[src/gdp_cfg.svh]
// Timing and level constants for the gate driver protection block
`ifndef GDP_CFG_SVH
`define GDP_CFG_SVH
`define GDP_CLK_MHZ        40
`define GDP_RESP_NS        8000
`define GDP_RESP_CYC       ((`GDP_RESP_NS * `GDP_CLK_MHZ + 999) / 1000)
`define GDP_BLOCK_MS       90
`define GDP_BLOCK_CYC      (`GDP_BLOCK_MS * 1000 * `GDP_CLK_MHZ)
`define GDP_SSD_NS         10000
`define GDP_SSD_CYC        ((`GDP_SSD_NS * `GDP_CLK_MHZ) / 1000)
`define GDP_ACK_NS         700
`define GDP_ACK_CYC        ((`GDP_ACK_NS * `GDP_CLK_MHZ) / 1000)
`define GDP_FAULT_NS       30000
`define GDP_FAULT_CYC      ((`GDP_FAULT_NS * `GDP_CLK_MHZ) / 1000)
`define GDP_CNT_W          22
`define GDP_DRIVE_W        8
`define GDP_DRIVE_FULL     8'hff
`define GDP_DRIVE_OFF      8'h00
`endif

[src/gdp_pkg.sv]
// Types for the gate driver protection block
package gdp_pkg;
  typedef enum logic [3:0] {
    GDP_OFF   = 4'b0001,
    GDP_RESP  = 4'b0010,
    GDP_ON    = 4'b0100,
    GDP_SSD   = 4'b1000
  } gdp_state_t;
endpackage

[src/gdp_gate_protect.sv]
// Gate driver protection, soft shutdown and status fibre feedback
`include "gdp_cfg.svh"
`timescale 1ns/100ps
`default_nettype none
module gdp_gate_protect #(
  parameter int BLOCK_CYC = `GDP_BLOCK_CYC,
  parameter int FAULT_CYC = `GDP_FAULT_CYC
) (
  input  wire logic                    i_clock,
  input  wire logic                    i_reset,
  input  wire logic                    i_enable,
  input  wire logic                    i_command_fibre,
  input  wire logic                    i_collector_emitter_sense,
  input  wire logic                    i_supply_undervolt,
  input  wire logic                    i_supply_overload,
  output logic [`GDP_DRIVE_W-1:0]      o_gate_emitter_drive,
  output logic                         o_status_light,
  output logic                         o_undervoltage_indicator,
  output logic                         o_short_circuit_indicator,
  output logic                         o_no_fault_indicator
);
  localparam int CW = `GDP_CNT_W;
  localparam logic [CW-1:0] RESP_N  = CW'(`GDP_RESP_CYC);
  localparam logic [CW-1:0] ACK_N   = CW'(`GDP_ACK_CYC);
  localparam logic [CW-1:0] FAULT_N = CW'(FAULT_CYC);
  localparam logic [CW-1:0] BLOCK_N = CW'(BLOCK_CYC);
  localparam logic [`GDP_DRIVE_W-1:0] SSD_STEP =
    `GDP_DRIVE_W'((`GDP_DRIVE_FULL + `GDP_SSD_CYC - 1) / `GDP_SSD_CYC);

  // Three-stage synchronisers; change accepted when stages two and three agree
  logic [2:0] cmd_s_q, vce_s_q, uv_s_q, ol_s_q;
  logic       cmd_q, vce_q, uv_q, ol_q, cmd_prev_q;
  always_ff @(posedge i_clock or posedge i_reset)
  begin
    if (i_reset)
    begin
      cmd_s_q <= 3'h0;
      vce_s_q <= 3'h0;
      uv_s_q  <= 3'h0;
      ol_s_q  <= 3'h0;
      cmd_q   <= 1'b0;
      vce_q   <= 1'b0;
      uv_q    <= 1'b0;
      ol_q    <= 1'b0;
      cmd_prev_q <= 1'b0;
    end
    else if (i_enable)
    begin
      cmd_s_q <= {cmd_s_q[1:0], i_command_fibre};
      vce_s_q <= {vce_s_q[1:0], i_collector_emitter_sense};
      uv_s_q  <= {uv_s_q[1:0], i_supply_undervolt};
      ol_s_q  <= {ol_s_q[1:0], i_supply_overload};
      if (cmd_s_q[1] == cmd_s_q[2]) cmd_q <= cmd_s_q[2];
      if (vce_s_q[1] == vce_s_q[2]) vce_q <= vce_s_q[2];
      if (uv_s_q[1] == uv_s_q[2]) uv_q <= uv_s_q[2];
      if (ol_s_q[1] == ol_s_q[2]) ol_q <= ol_s_q[2];
      cmd_prev_q <= cmd_q;
    end
  end

  // Edge seen on the filtered level, so a one-cycle glitch on the fibre never acknowledges
  // Both edges count; the master expects a reply to rising and falling alike
  wire cmd_edge = cmd_q ^ cmd_prev_q;
  logic uv_latch_q, sc_latch_q;
  logic [CW-1:0] block_cnt_q;
  wire blocking = (block_cnt_q != '0);
  // Overload only gates the command, so it lifts by itself
  wire cmd_ok = cmd_q && !ol_q && !uv_latch_q && !blocking;

  gdp_pkg::gdp_state_t state_q;
  logic [CW-1:0] resp_cnt_q;
  logic [`GDP_DRIVE_W-1:0] drive_q;
  logic sc_detect;
  assign sc_detect = (state_q == gdp_pkg::GDP_RESP) && (resp_cnt_q == RESP_N) && vce_q;

  always_ff @(posedge i_clock or posedge i_reset)
  begin
    if (i_reset)
    begin
      state_q    <= gdp_pkg::GDP_OFF;
      resp_cnt_q <= '0;
      drive_q    <= `GDP_DRIVE_OFF;
    end
    else if (i_enable)
    begin
      unique case (state_q)
        gdp_pkg::GDP_OFF:
        begin
          drive_q <= `GDP_DRIVE_OFF;
          resp_cnt_q <= '0;
          if (cmd_ok)
          begin
            drive_q <= `GDP_DRIVE_FULL;
            state_q <= gdp_pkg::GDP_RESP;
          end
        end
        gdp_pkg::GDP_RESP:
        begin
          if (sc_detect)
            state_q <= gdp_pkg::GDP_SSD;
          else if (!cmd_ok)
          begin
            drive_q <= `GDP_DRIVE_OFF;
            state_q <= gdp_pkg::GDP_OFF;
          end
          else if (resp_cnt_q == RESP_N)
            state_q <= gdp_pkg::GDP_ON;
          else
            resp_cnt_q <= resp_cnt_q + CW'(1);
        end
        gdp_pkg::GDP_ON:
        begin
          if (!cmd_ok)
          begin
            drive_q <= `GDP_DRIVE_OFF;
            state_q <= gdp_pkg::GDP_OFF;
          end
        end
        gdp_pkg::GDP_SSD:
        begin
          // Slow ramp limits di/dt overshoot; reaches zero before 10 us
          if (drive_q <= SSD_STEP)
          begin
            drive_q <= `GDP_DRIVE_OFF;
            state_q <= gdp_pkg::GDP_OFF;
          end
          else
            drive_q <= drive_q - SSD_STEP;
        end
      endcase
    end
  end

  // Blocking counter reloads on a fresh detection and runs down to idle
  // Limitation: a long block still needs a wide counter at high clock rates
  always_ff @(posedge i_clock or posedge i_reset)
  begin
    if (i_reset)
      block_cnt_q <= '0;
    else if (i_enable)
    begin
      if (sc_detect)
        block_cnt_q <= BLOCK_N;
      else if (blocking)
        block_cnt_q <= block_cnt_q - CW'(1);
    end
  end

  // Indicator latches clear only on restart, so a passing fault is not lost
  always_ff @(posedge i_clock or posedge i_reset)
  begin
    if (i_reset)
    begin
      uv_latch_q <= 1'b0;
      sc_latch_q <= 1'b0;
    end
    else if (i_enable)
    begin
      if (uv_q) uv_latch_q <= 1'b1;
      if (sc_detect) sc_latch_q <= 1'b1;
    end
  end

  // Status light: acknowledge pulse or long fault darkness
  wire fault_now = uv_q || ol_q || sc_detect || blocking;
  wire normal = !uv_latch_q && !sc_latch_q && !fault_now;
  logic [CW-1:0] ack_cnt_q, fault_cnt_q;
  always_ff @(posedge i_clock or posedge i_reset)
  begin
    if (i_reset)
    begin
      ack_cnt_q   <= '0;
      fault_cnt_q <= '0;
    end
    else if (i_enable)
    begin
      if (fault_now)
        fault_cnt_q <= FAULT_N;
      else if (fault_cnt_q != '0)
        fault_cnt_q <= fault_cnt_q - CW'(1);
      if (cmd_edge && normal)
        ack_cnt_q <= ACK_N;
      else if (ack_cnt_q != '0)
        ack_cnt_q <= ack_cnt_q - CW'(1);
    end
  end

  // All outputs registered; light stays dark through reset so the master sees a fault
  // Fault darkness overrides any acknowledge still running
  always_ff @(posedge i_clock or posedge i_reset)
  begin
    if (i_reset)
    begin
      o_gate_emitter_drive      <= `GDP_DRIVE_OFF;
      o_status_light            <= 1'b0;
      o_undervoltage_indicator  <= 1'b0;
      o_short_circuit_indicator <= 1'b0;
      o_no_fault_indicator      <= 1'b0;
    end
    else if (i_enable)
    begin
      o_gate_emitter_drive      <= drive_q;
      o_status_light            <= (fault_cnt_q == '0) && (ack_cnt_q == '0);
      o_undervoltage_indicator  <= uv_latch_q;
      o_short_circuit_indicator <= sc_latch_q;
      o_no_fault_indicator      <= normal && !uv_latch_q && !sc_latch_q;
    end
  end
endmodule
`default_nettype wire

[config.mk]
export PLATFORM = sky130hd
export DESIGN_NAME = gdp_gate_protect
export DESIGN_NICKNAME = d
export VERILOG_FILES = /design/src/gdp_pkg.sv /design/src/gdp_gate_protect.sv
export VERILOG_INCLUDE_DIRS = /design/src
export SDC_FILE = /design/constraint.sdc
export NUM_CORES = 1
export LEC_CHECK = 0
export BUFFER_PORTS_ARGS = -buffer_cell sky130_fd_sc_hd__buf_2
export CAP_MARGIN = 25
export CORE_MARGIN = 2
export CORE_UTILIZATION = 40
export CTS_BUF_LIST = sky130_fd_sc_hd__clkbuf_8
export DETAILED_ROUTE_END_ITERATION = 12
export HOLD_SLACK_MARGIN = 0.02
export PLACE_DENSITY = 0.52
export SYNTH_ARGS = -nofsm -noshare
export SYNTH_HDL_FRONTEND = slang
export SYNTH_SLANG_ARGS = --single-unit
[constraint.sdc]
create_clock -name i_clock -period 4.3 [get_ports i_clock]
set_input_delay 0.215 -clock i_clock [delete_from_list [all_inputs] [get_ports i_clock]]
set_output_delay 0.215 -clock i_clock [all_outputs]
set_load 0.02 [all_outputs]
==> results.md, run 1 <==
* Status: completed
* Initial DRC count at 422
* Met2 wire length at 7.44 mm
* Clock slew at reported path FFs at 0.08 ns
* IO Count at 19
* Share of the synthesized area in the top cell type at 46.1%
* Post-synthesis cell type count at 72
* Syn Nets at 766
* Grt total ovfl at 0
* Syn-to-layout area delta at 11.5%
* Max clock buf depth at 2
* Gr usage total at 18.6%
* H-tree levels at 4
* Final Net Count at 785
* DRC at 0
* Ant diodes at 0
* Avg Inst Size Synth at 9.41 sq um
* Num CTS Buffers at 17
* Final Instance Area at 7870 sq um
* Detail Placement HPWL at 10.9 mm
* Seq/Total Area, Yosys at 46.4%
* Root buf cell: clkbuf_8
* P per Cell Area at 422 nW/um^2
* Postcts setup bufs at 0
* Yosys warning count at 0
* Die X at 137 microns
* Total core area at 17,300 sq um
* Fin. max-slew vios at 0
* Port Buffers at 18
* Worst vdd rail ir drop at 0.194 mV
* Starting Density at 40.8%
* Fmax at 326 MHz
* Pre-antenna DRT Iters at 7
* Routed length per instance at 16.4 microns
* Tmin final at 3.07 ns
* CP endpoint kind: register
* Required time of the critical path at 4.62 ns
* Unrepaired setup endpoints after global routing: no
* Clk_skew at 0.00904 ns
* # rows at 48
* Die area at 18,700 sq um
* Met1 wire length at 8.36 mm
* Synth Flop Type: dfrtp_1
* Fraction of final layout cells with drive strength greater than 1 at 13.0%
* Routed Antenna Nets at 0
* Vert. Die Dim at 137 microns
* Initial antenna violation count at 0
* Max_cap viols at 0
* Tcrit/Tclk final at 71.3%
* Critical Path Fanout Max at 11
* PostCTS Resize Cnt at 0
* CTS tree: done
* Pleak at 3.40 nW
* Arr. time, crit path at 3.39 ns
* Slew HR at 33.3%
* Startpoint types: register
* Count of final setup violators at 0
* CP Class: reg2reg
* Largest cells by area after synthesis: dfrtp_1 46%, nor2_1 4.0%, o21ai_0 3.5%
* Worst hold path type: in2async
* Synth Cell Area at 7060 sq um
* Post-Route WL at 16.5 mm
* Max Used Layer: met4
* Synth async-reset ratio at 100%
* Filler cells at 1,689
* Placer Congestion at 0.840
* Largest net degree at the start of global routing at 107
* Post-Synthesis Cells at 751
* Vias in the first global route at 5,478
* Post-synth EDFFs at 0
* Worst Max-Slew Pin Slew at 0.998 ns
* Vias at 5,825
* Placement Cell Area at 7360 sq um
* Post-synth top area cell: dfrtp_1
* CTS Sinks at 131
* First-pass GRT wire length at 27.7 mm
* Final hold vios at 0
* Number of synthesized register bits at 131
* Avg Vias per Cell at 5.78
* Clk_lat worst skew at 0.44 ns
* Metal3 WL at 598 microns
* Sum Neg Setup Slack at 0 ns
==> through the flow <==
stage | util [%] | instances | power [mW] | worst slack, ns | hold slack [ns]
after floorplan | - | 751 | 2.02 | 0.589 | 0.367
after global placement | 42.5 | 969 | 2.19 | 1.36 | 0.448
after detailed placement | 42.5 | 969 | 2.22 | 1.23 | 0.451
after CTS | 45.3 | 1005 | 3.35 | 1.21 | 0.0202
after global routing | 45.5 | 1008 | 3.52 | 0.975 | 0.199
final | 45.5 | 1008 | 3.32 | 1.23 | 0.202
==> synth_stat cells, types with 10 or more instances <==
library cell and number:
or3_1 13, or4_1 11, o21ai_0 50, nor3_1 38
inv_1 23, and3_1 10, xor2_1 20, buf_2 11
xnor2_1 25, nor4_1 20, mux2_2 21, dfrtp_1 130
nand3_1 44, a21oi_1 30, clkbuf_1 15, nand4_1 20
nor2_1 75, nand2_1 53, o31ai_1 10
==> logic make-up after synthesis <==
| logic type | share of synthesized area [%] |
|---|---|
| compound gates | 14.8 |
| fa+ha+maj | 1.42 |
| mux | 3.35 |
| buf+inv | 3.12 |
| simple gates | 25.3 |
| flops | 46.4 |
| xor+xnor | 5.58 |
==> path summary, 6_finish.rpt <==
| path | startpoint | endpoint | slack (ns) | cells past startpoint |
|---|---|---|---|---|
| worst min-delay path | i_reset | ack_cnt_q[9] | 0.20 | 3 |
| worst max register to register | block_cnt_q[0] | ack_cnt_q[17] | 1.23 | 8 |
| worst min register to register | o_status_light | o_status_light | 0.48 | 1 |
| min in group i_clock | i_enable | fault_cnt_q[3] | 0.38 | 4 |
| max in group asynchronous | i_reset | fault_cnt_q[8] | 3.36 | 4 |
| worst max-delay path | block_cnt_q[0] | ack_cnt_q[17] | 1.23 | 8 |
==> worst max-delay path, stage by stage (launching register included) <==
cell     delay [ns]
dfrtp_1        0.43
inv_1          0.10
ha_1           0.15
or4b_1         0.54
nor4_4         0.29
nand3_1        0.40
and4b_1        0.60
o21ai_0        0.15
mux2_2         0.29
==> flip-flops by register name, summed over array words and instances, names as in the netlist, 3 cells and up <==
name / cells
state_q: 4
vce_s_q: 3
cmd_s_q: 3
o_gate_emitter_drive: 8
ack_cnt_q: 22
ol_s_q: 3
drive_q: 8
fault_cnt_q: 22
uv_s_q: 3
block_cnt_q: 22
resp_cnt_q: 22
==> per-layer routing <==
| layer | track usage [%] | vias to the layer above |
|---|---|---|
| met4 | 5.78 | 0 |
| met2 | 28.0 | 116 |
| met1 | 27.1 | 2883 |
| met5 | 0 | - |
| li1 | - | 2815 |
| met3 | 3.37 | 11 |
==> cell usage in the layout, fill, tap and decap left out, types with 11 or more instances in the layout <==
cell type	n
nor3_1	38
a21oi_1	30
inv_1	22
buf_2	18
xnor2_1	25
nand2_1	53
nor4_1	20
o21ai_0	50
nand4_1	20
or3_1	13
mux2_2	21
dfrtp_1	130
or4_1	11
nand3_1	44
xor2_1	20
nor2_1	75
clkbuf_8	20
==> power by group <==
group	internal [mW]	total, mW	switching [mW]
sequential	1.37	1.54	0.164
combinational	0.257	0.666	0.409
clock	0.620	1.12	0.502
total	2.25	3.32	1.08
==> layout make-up <==
| type | count | area [sq um] | share of cell area, % |
|---|---|---|---|
| flip-flops and latches | 131 | 3280 | 41.6 |
| well taps | 225 | 282 | 3.58 |
| clock inverters | 12 | 154 | 1.95 |
| multi-input cells | 565 | 3560 | 45.3 |
| inverters | 23 | 91.3 | 1.16 |
| repair buffers | 32 | 228 | 2.89 |
| clock buffers | 20 | 275 | 3.50 |
==> timing repair <==
item / CTS / global route
hold buffers: 4 / 1
hold endpoints to repair: 4 / 68
setup endpoints to repair: 0 / 0
Note: power is estimated with default switching activity, not from simulation.
==> inputs of run 2 (changes only) <==
--- a/config.mk
+++ b/config.mk
@@ -6,6 +6,7 @@
 export SDC_FILE = /design/constraint.sdc
 export NUM_CORES = 1
 export LEC_CHECK = 0
+export ABC_AREA = 1
 export BUFFER_PORTS_ARGS = -buffer_cell sky130_fd_sc_hd__buf_2
 export CAP_MARGIN = 25
 export CORE_MARGIN = 2
==> constraint.sdc (replaced) <==
create_clock -name i_clock -period 3.01 [get_ports i_clock]
set_input_delay 0.1505 -clock i_clock [delete_from_list [all_inputs] [get_ports i_clock]]
set_output_delay 0.1505 -clock i_clock [all_outputs]
set_load 0.02 [all_outputs]
==> run 2 against run 1 <==
Net effect:
- largest cell class unchanged
- synthesized area increased by 7.8%
- combinational power increased by 79%
- critical path depth increased by 4
- synthesized cell count increased by 36%
- critical path type unchanged
- sequential share of layout area decreased by 2.8 points
- clock power increased by 54%
- flip-flop and latch count unchanged
- non-clock buffer count increased by 1
- register-to-register slack got worse by 0.61 ns
==> results.md, run 2 <==
* Status: completed
* Synth async-reset ratio at 100% (unchanged)
* CP Class: reg2reg
* Slew HR at 62.7% (+29 points)
* Crit. path cell count at 12 (+4)
* Tmin final at 2.39 ns (-0.676 ns)
* Starting Density at 40.7% (-0.12 points)
* P per Cell Area at 602 nW/um^2 (+43%)
* Fin. max-slew vios at 0 (unchanged)
* Ant diodes at 0 (unchanged)
* Met2 usage at 29.4% (+1.5 points)
* Initial DRC count at 353 (-16%)
* Tcrit/Tclk final at 79.4% (+8.1 points)
* Filler cells at 1,894 (+12%)
* Commonest cells post-synth: 256 x nand2_1, 151 x nor2_1, 130 x dfrtp_1, 99 x inv_1, 70 x nand3_1
* IO Count at 19 (unchanged)
* Die X at 142 microns (+3.7%)
* Unrepaired setup endpoints after global routing: no
* Fmax at 418 MHz (+28%)
* Clock slew at reported path FFs at 0.08 ns (about the same)
* CTS tree: done
* Routed length per instance at 13.9 microns (-15%)
* Largest net degree at the start of global routing at 79 (-26%)
* Post-synth EDFFs at 0 (unchanged)
* Worst vdd rail ir drop at 0.304 mV (+56%)
* Most frequent cell after synthesis: nand2_1
* Startpoint types: register
* Yosys warning count at 0 (unchanged)
* Buf/Inv on CP at 3 (+2)
* First-pass GRT wire length at 30.6 mm (+10%)
* Vias at 6,366 (+9.3%)
* Critical Path Fanout Max at 32 (+21)
* Initial antenna violation count at 0 (unchanged)
* Sequential Power Share at 42.6% (-3.6 points)
* Detail Placement HPWL at 12.5 mm (+14%)
* Layer with the highest usage: met2
* M1 GR Usage at 26.6% (-0.50 points)
* Share of the synthesized area in the top cell type at 42.7% (-3.3 points)
* Crit-path max cell delay at 0.42 ns (-0.18 ns)
* CTS Sinks at 131 (unchanged)
* Slowest CP cell: dfrtp_1
* Commonest non-fill, non-tap cells in the layout: 256 x nand2_1, 151 x nor2_1, 130 x dfrtp_1
* Syn Nets at 1,040 (+36%)
* DRC at 0 (unchanged)
* Gr usage total at 18.8% (+0.25 points)
* Num CTS Buffers at 17 (unchanged)
* Reg2reg path depth at 12 (+4)
* Crit path to: resp_cnt_q[19]
* Cell-internal power at 3.32 mW (+48%)
* Syn-to-layout area delta at 10.7%
* Synth Flop Type: dfrtp_1
* Final setup margin at 0.620 ns (-0.614 ns)
* # rows at 50 (+4.2%)
* Inst Count DP at 1,255 (+30%)
* Final Net Count at 1,060 (+35%)
* H-tree levels at 4 (unchanged)
* Post-synthesis cell type count at 45 (-38%)
* Seq/Total Area, Yosys at 43.1% (-3.4 points)
* Port Buffers at 18 (unchanged)
* Cell count of the worst hold path at 3
* Total core area at 18,700 sq um (+8.1%)
* Sum Neg Setup Slack at 0 ns (unchanged)
* PostCTS Resize Cnt at 0 (unchanged)
* Number of synthesized register bits at 131 (unchanged)
* Sw power at 1.75 mW (+63%)
* Post-synth top area cell: dfrtp_1
* WHS at 0.0908 ns (-0.111 ns)
* Die area at 20,200 sq um (+7.6%)
* Switching Share at 34.5% (+2.1 points)
* CP endpoint kind: register
* Placement Cell Area at 7920 sq um (+7.7%)
* Grt total ovfl at 0 (unchanged)
* CP startpoint: block_cnt_q[0]
* Largest delay contributor family on the critical path: simple AND/OR/NAND/NOR gates
* Crit path cell chain: inv_1 > ha_1 > inv_1 > nor2_1 > nand3_1 > nor2_1 > nand2_1 > nand2_1 > nand2_2 > inv_2 > nand4_1 > o21ai_0
* Placer Congestion at 0.852 (+1.3%)
* Largest cells by area after synthesis: dfrtp_1 43%, nand2_1 13%, nor2_1 7.4%
* Vias in the first global route at 6,222 (+14%)
* Avg Inst Size Synth at 7.43 sq um (-21%)
* Max clock buf depth at 2 (unchanged)
* Met3 usage at 3.47% (+0.095 points)
* Pleak at 4.14 nW (+22%)
* Vert. Die Dim at 142 microns (+3.7%)
* Clk_lat worst skew at 0.45 ns (about the same)
* Arr. time, crit path at 2.74 ns (-0.65 ns)
* Reg-to-reg endpoint: resp_cnt_q[19]
* Worst Max-Slew Pin Slew at 0.558 ns (-0.440 ns)
* Synth Cell Area at 7620 sq um (+7.8%)
* Required time of the critical path at 3.36 ns (-1.26 ns)
* Multi-input logic area at 3760 sq um (+5.5%)
* Most common cell after layout, fill and taps aside: nand2_1
* Pre-antenna DRT Iters at 4 (-3)
* Fin cells at 1,292 (+28%)
* Final hold vios at 0 (unchanged)
* Clk_skew at 0.0127 ns (+0.00365 ns)
* Avg Vias per Cell at 4.93 (-15%)
* Final Instance Area at 8430 sq um (+7.1%)
* Sequential cell area at 3280 sq um (unchanged)
* Clock Power Share at 33.8% (about the same)
* Post-Route WL at 17.9 mm (+8.5%)
* RR Startpoint: block_cnt_q[0]
* Worst hold path type: in2reg
* Post-Synthesis Cells at 1,025 (+36%)
* Count of final setup violators at 0 (unchanged)
* Root buf cell: clkbuf_8
* Comb power frac at 23.5% (+3.5 points)
* Setup slack, reg-to-reg at 0.62 ns (-0.61 ns)
* Pre-CTS worst setup slack at 0.630 ns (-0.603 ns)
* Routed Antenna Nets at 0 (unchanged)
* Fraction of final layout cells with drive strength greater than 1 at 9.45% (-3.6 points)
* Max_cap viols at 0 (unchanged)
==> run 2: cell type report <==
| cell class | count | area share (%) |
|---|---|---|
| clock buffers | 25 | 4.08 |
| clock inverters | 7 | 1.38 |
| inverters | 109 | 4.90 |
| multi-input cells | 753 | 44.6 |
| flip-flops and latches | 131 | 38.9 |
| well taps | 234 | 3.47 |
| repair buffers | 33 | 2.70 |
==> run 2: power by group through the flow <==
stage	sequential, mW	combinational (mW)	clock, mW
floorplan	2.14	0.951	0
global placement	2.20	1.19	0
detailed placement	2.19	1.19	0
CTS	2.16	1.21	1.76
global route	2.20	1.38	1.83
finish	2.16	1.19	1.72
==> run 2: layer usage <==
metal / wire (microns) / vias to the layer above / share of wire, %
li1: - / 3345 / -
met4: 258 / 0 / 1.4
met5: 0 / - / 0
met3: 376 / 19 / 2.1
met1: 9340 / 2947 / 52
met2: 7950 / 55 / 44
==> run 2: per-stage QoR <==
stage	util, %	power [mW]
floorplan	-	3.09
CTS	45.1	5.13
finish	45.1	5.07
global placement	42.4	3.38
detailed placement	42.4	3.38
global route	45.1	5.41
==> run 2: how the worst min path moves through the flow <==
stage / start / to
final: i_enable / o_gate_emitter_drive[6]
after global routing: i_enable / o_gate_emitter_drive[6]
after CTS: i_enable / o_gate_emitter_drive[6]
after floorplan: i_command_fibre / cmd_s_q[0]
after global placement: i_reset / o_gate_emitter_drive[1]
after detailed placement: i_reset / o_gate_emitter_drive[1]
==> run 2: timing repair <==
item,CTS,global route
endpoints found under the hold margin,59,0
hold buffers,5,0
setup buffers,0,0
==> run 2: worst register-to-register path: stages (launching register included) <==
cell,delay (ns)
dfrtp_1,0.42
inv_1,0.15
ha_1,0.20
inv_1,0.06
nor2_1,0.10
nand3_1,0.09
nor2_1,0.17
nand2_1,0.15
nand2_1,0.10
nand2_2,0.31
inv_2,0.34
nand4_1,0.11
o21ai_0,0.10
==> run 2: kinds of logic (layout without fill, tap and decap cells) <==
kind of cell | count (synthesis) | in the layout | synth area share, %
buffers and inverters | 141 | 174 | 7.59
xor gates and xnor gates | 55 | 55 | 6.32
and+or+nand+nor | 582 | 582 | 33.8
adders and majority gates | 8 | 8 | 1.31
AOI/OAI and AO/OA | 108 | 108 | 7.97
DFF | 131 | 131 | 43.1
==> inputs of run 3 (changes only) <==
==> constraint.sdc (replaced) <==
create_clock -name i_clock -period 2.5 [get_ports i_clock]
set_input_delay 0.125 -clock i_clock [delete_from_list [all_inputs] [get_ports i_clock]]
set_output_delay 0.125 -clock i_clock [all_outputs]
set_load 0.02 [all_outputs]
==> run 3 against run 2 <==
Net effect:
- highest routed layer unchanged
- first-iteration DRC count decreased by 18%
- clock-buffer cell count shrank 4
- largest cell class unchanged
- critical path type unchanged
- global-route usage rose by 0.15 points
==> results.md, run 3 (same netlist as run 2, synthesis figures left out) <==
* Worst Max-Slew Pin Slew at 0.764 ns (+0.207 ns)
* CP endpoint kind: register
* Filler cells at 1,870 (-1.3%)
* Gr usage total at 19.0% (+0.15 points)
* Grt total ovfl at 0 (unchanged)
* Placer Congestion at 0.887 (+4.1%)
* Worst vdd rail ir drop at 0.373 mV (+23%)
* Die X at 142 microns (unchanged)
* Num CTS Buffers at 17 (unchanged)
* Initial DRC count at 288 (-18%)
* Count of final setup violators at 0 (unchanged)
* Clock slew at reported path FFs at 0.08 ns (about the same)
* Clk_skew at 0.0185 ns (+0.00580 ns)
* Arr. time, crit path at 2.53 ns (-0.21 ns)
* Fraction of final layout cells with drive strength greater than 1 at 10.7% (+1.3 points)
* Overall power at 6.08 mW (+20%)
* Fmax at 451 MHz (+7.8%)
* Vias in the first global route at 6,088 (-2.2%)
* Vert. Die Dim at 142 microns (unchanged)
* CTS tree: done
* WHS at 0.0975 ns (+0.00662 ns)
* First-pass GRT wire length at 30.6 mm (+0.16%)
* Worst hold path type: in2reg
* Vias at 6,367 (+0.016%)
* Sum Neg Setup Slack at 0 ns (unchanged)
* Crit-path max cell delay at 0.40 ns (-0.02 ns)
* Pleak at 4.19 nW (+1.2%)
* Sequential cell area at 3280 sq um (unchanged)
* Startpoint types: register
* Required time of the critical path at 2.82 ns (-0.54 ns)
* Starting Density at 40.7% (unchanged)
* CP Class: reg2reg
* Status: completed
* H-tree levels at 4 (unchanged)
* Commonest non-fill, non-tap cells in the layout: 254 x nand2_1, 151 x nor2_1, 130 x dfrtp_1
* Syn-to-layout area delta at 11.9%
* Final hold vios at 0 (unchanged)
* Total core area at 18,700 sq um (unchanged)
* Max_cap viols at 0 (unchanged)
* Most common cell after layout, fill and taps aside: nand2_1
* IO Count at 19 (unchanged)
* Slew HR at 49.0% (-14 points)
* Clk_lat worst skew at 0.45 ns (about the same)
* Unrepaired setup endpoints after global routing: no
* Initial antenna violation count at 0 (unchanged)
* Pre-antenna DRT Iters at 5 (+1)
* Multi-input logic area at 3760 sq um (+0.13%)
* Routed length per instance at 13.7 microns (-1.5%)
* Max clock buf depth at 2 (unchanged)
* Avg Vias per Cell at 4.88 (-0.98%)
* Detail Placement HPWL at 12.7 mm (+1.9%)
* DRC at 0 (unchanged)
* Crit path cell chain: inv_1 > ha_1 > nand2_1 > inv_1 > nand2_1 > nor2_1 > nand2_1 > nor2_2 > nand3_2 > nand2_2 > nand2_4 > inv_2 > nand3_1 > nand2_1 > nor2_1
* Tcrit/Tclk final at 88.7% (+9.3 points)
* Final Net Count at 1,073 (+1.2%)
* # rows at 50 (unchanged)
* Critical Path Fanout Max at 16 (-50%)
* Slowest CP cell: dfrtp_1
* CTS Sinks at 131 (unchanged)
* Post-Route WL at 17.8 mm (-0.54%)
* Cell repeated most along the worst path: nand2_1
* Final core utilization at 45.6% (+0.50 points)
* Root buf cell: clkbuf_8
* Tmin final at 2.22 ns (-0.172 ns)
* Postcts setup bufs at 0 (unchanged)
* Ant diodes at 0 (unchanged)
* Die area at 20,200 sq um (unchanged)
* Fin. max-slew vios at 0 (unchanged)
* Largest net degree at the start of global routing at 42 (-47%)
* P per Cell Area at 714 nW/um^2 (+19%)
* Routed Antenna Nets at 0 (unchanged)
* Port Buffers at 18 (unchanged)
[run 3: worst paths after layout]
check	start	end	slack [ns]	cells after the start
min in group asynchronous	i_reset	fault_cnt_q[14]	0.36	3
worst min-delay path	i_enable	o_gate_emitter_drive[6]	0.1	3
max in group asynchronous	i_reset	state_q[0]	1.43	4
worst min register to register	uv_s_q[0]	uv_s_q[0]	0.47	2
worst max-delay path	resp_cnt_q[0]	block_cnt_q[2]	0.28	15
worst max register to register	resp_cnt_q[0]	block_cnt_q[2]	0.28	15
[run 3: cell type report]
cell class	count	share of cell area, %
well taps	234	3.43
inverters	109	4.84
repair buffers	46	3.96
multi-input cells	753	44.2
clock buffers	21	3.39
clock inverters	11	1.75
flip-flops and latches	131	38.5
[run 3: power breakdown]
group | internal (mW) | switching, mW | total (mW)
combinational | 0.494 | 1.02 | 1.51
clock | 1.10 | 0.881 | 1.98
sequential | 2.36 | 0.235 | 2.59
[run 3: metrics by stage]
step,cell area (sq um),worst slack [ns],std cells
final,8530,0.283,1305
after global routing,8530,0.0401,1305
after CTS,8520,0.188,1305
after detailed placement,8030,0.215,1268
after global placement,8030,0.251,1268
after floorplan,7620,0.623,1025
[run 3: critical path, delay by kind of cell (launching register included)]
| family | cells | cell delay [ns] |
|---|---|---|
| DFF | 1 | 0.40 |
| buffers and inverters | 3 | 0.46 |
| and+or+nand+nor | 11 | 1.07 |
| adders and majority gates | 1 | 0.19 |
[run 3: routing by layer]
layer / vias up / global-route usage, % / part of all wire [%] / wire length (microns)
li1: 3383 / - / - / -
met1: 2893 / 27.8 / 53 / 9450
met2: 76 / 28.9 / 43 / 7730
met3: 15 / 3.80 / 2.7 / 489
met4: 0 / 4.32 / 0.90 / 161
met5: - / 0 / 0 / 0
[run 3: what timing repair did]
item	in CTS	in global routing
endpoints found under the setup margin	0	5
hold buffers	5	0
endpoints found under the hold margin	31	0
gates resized for setup	0	2
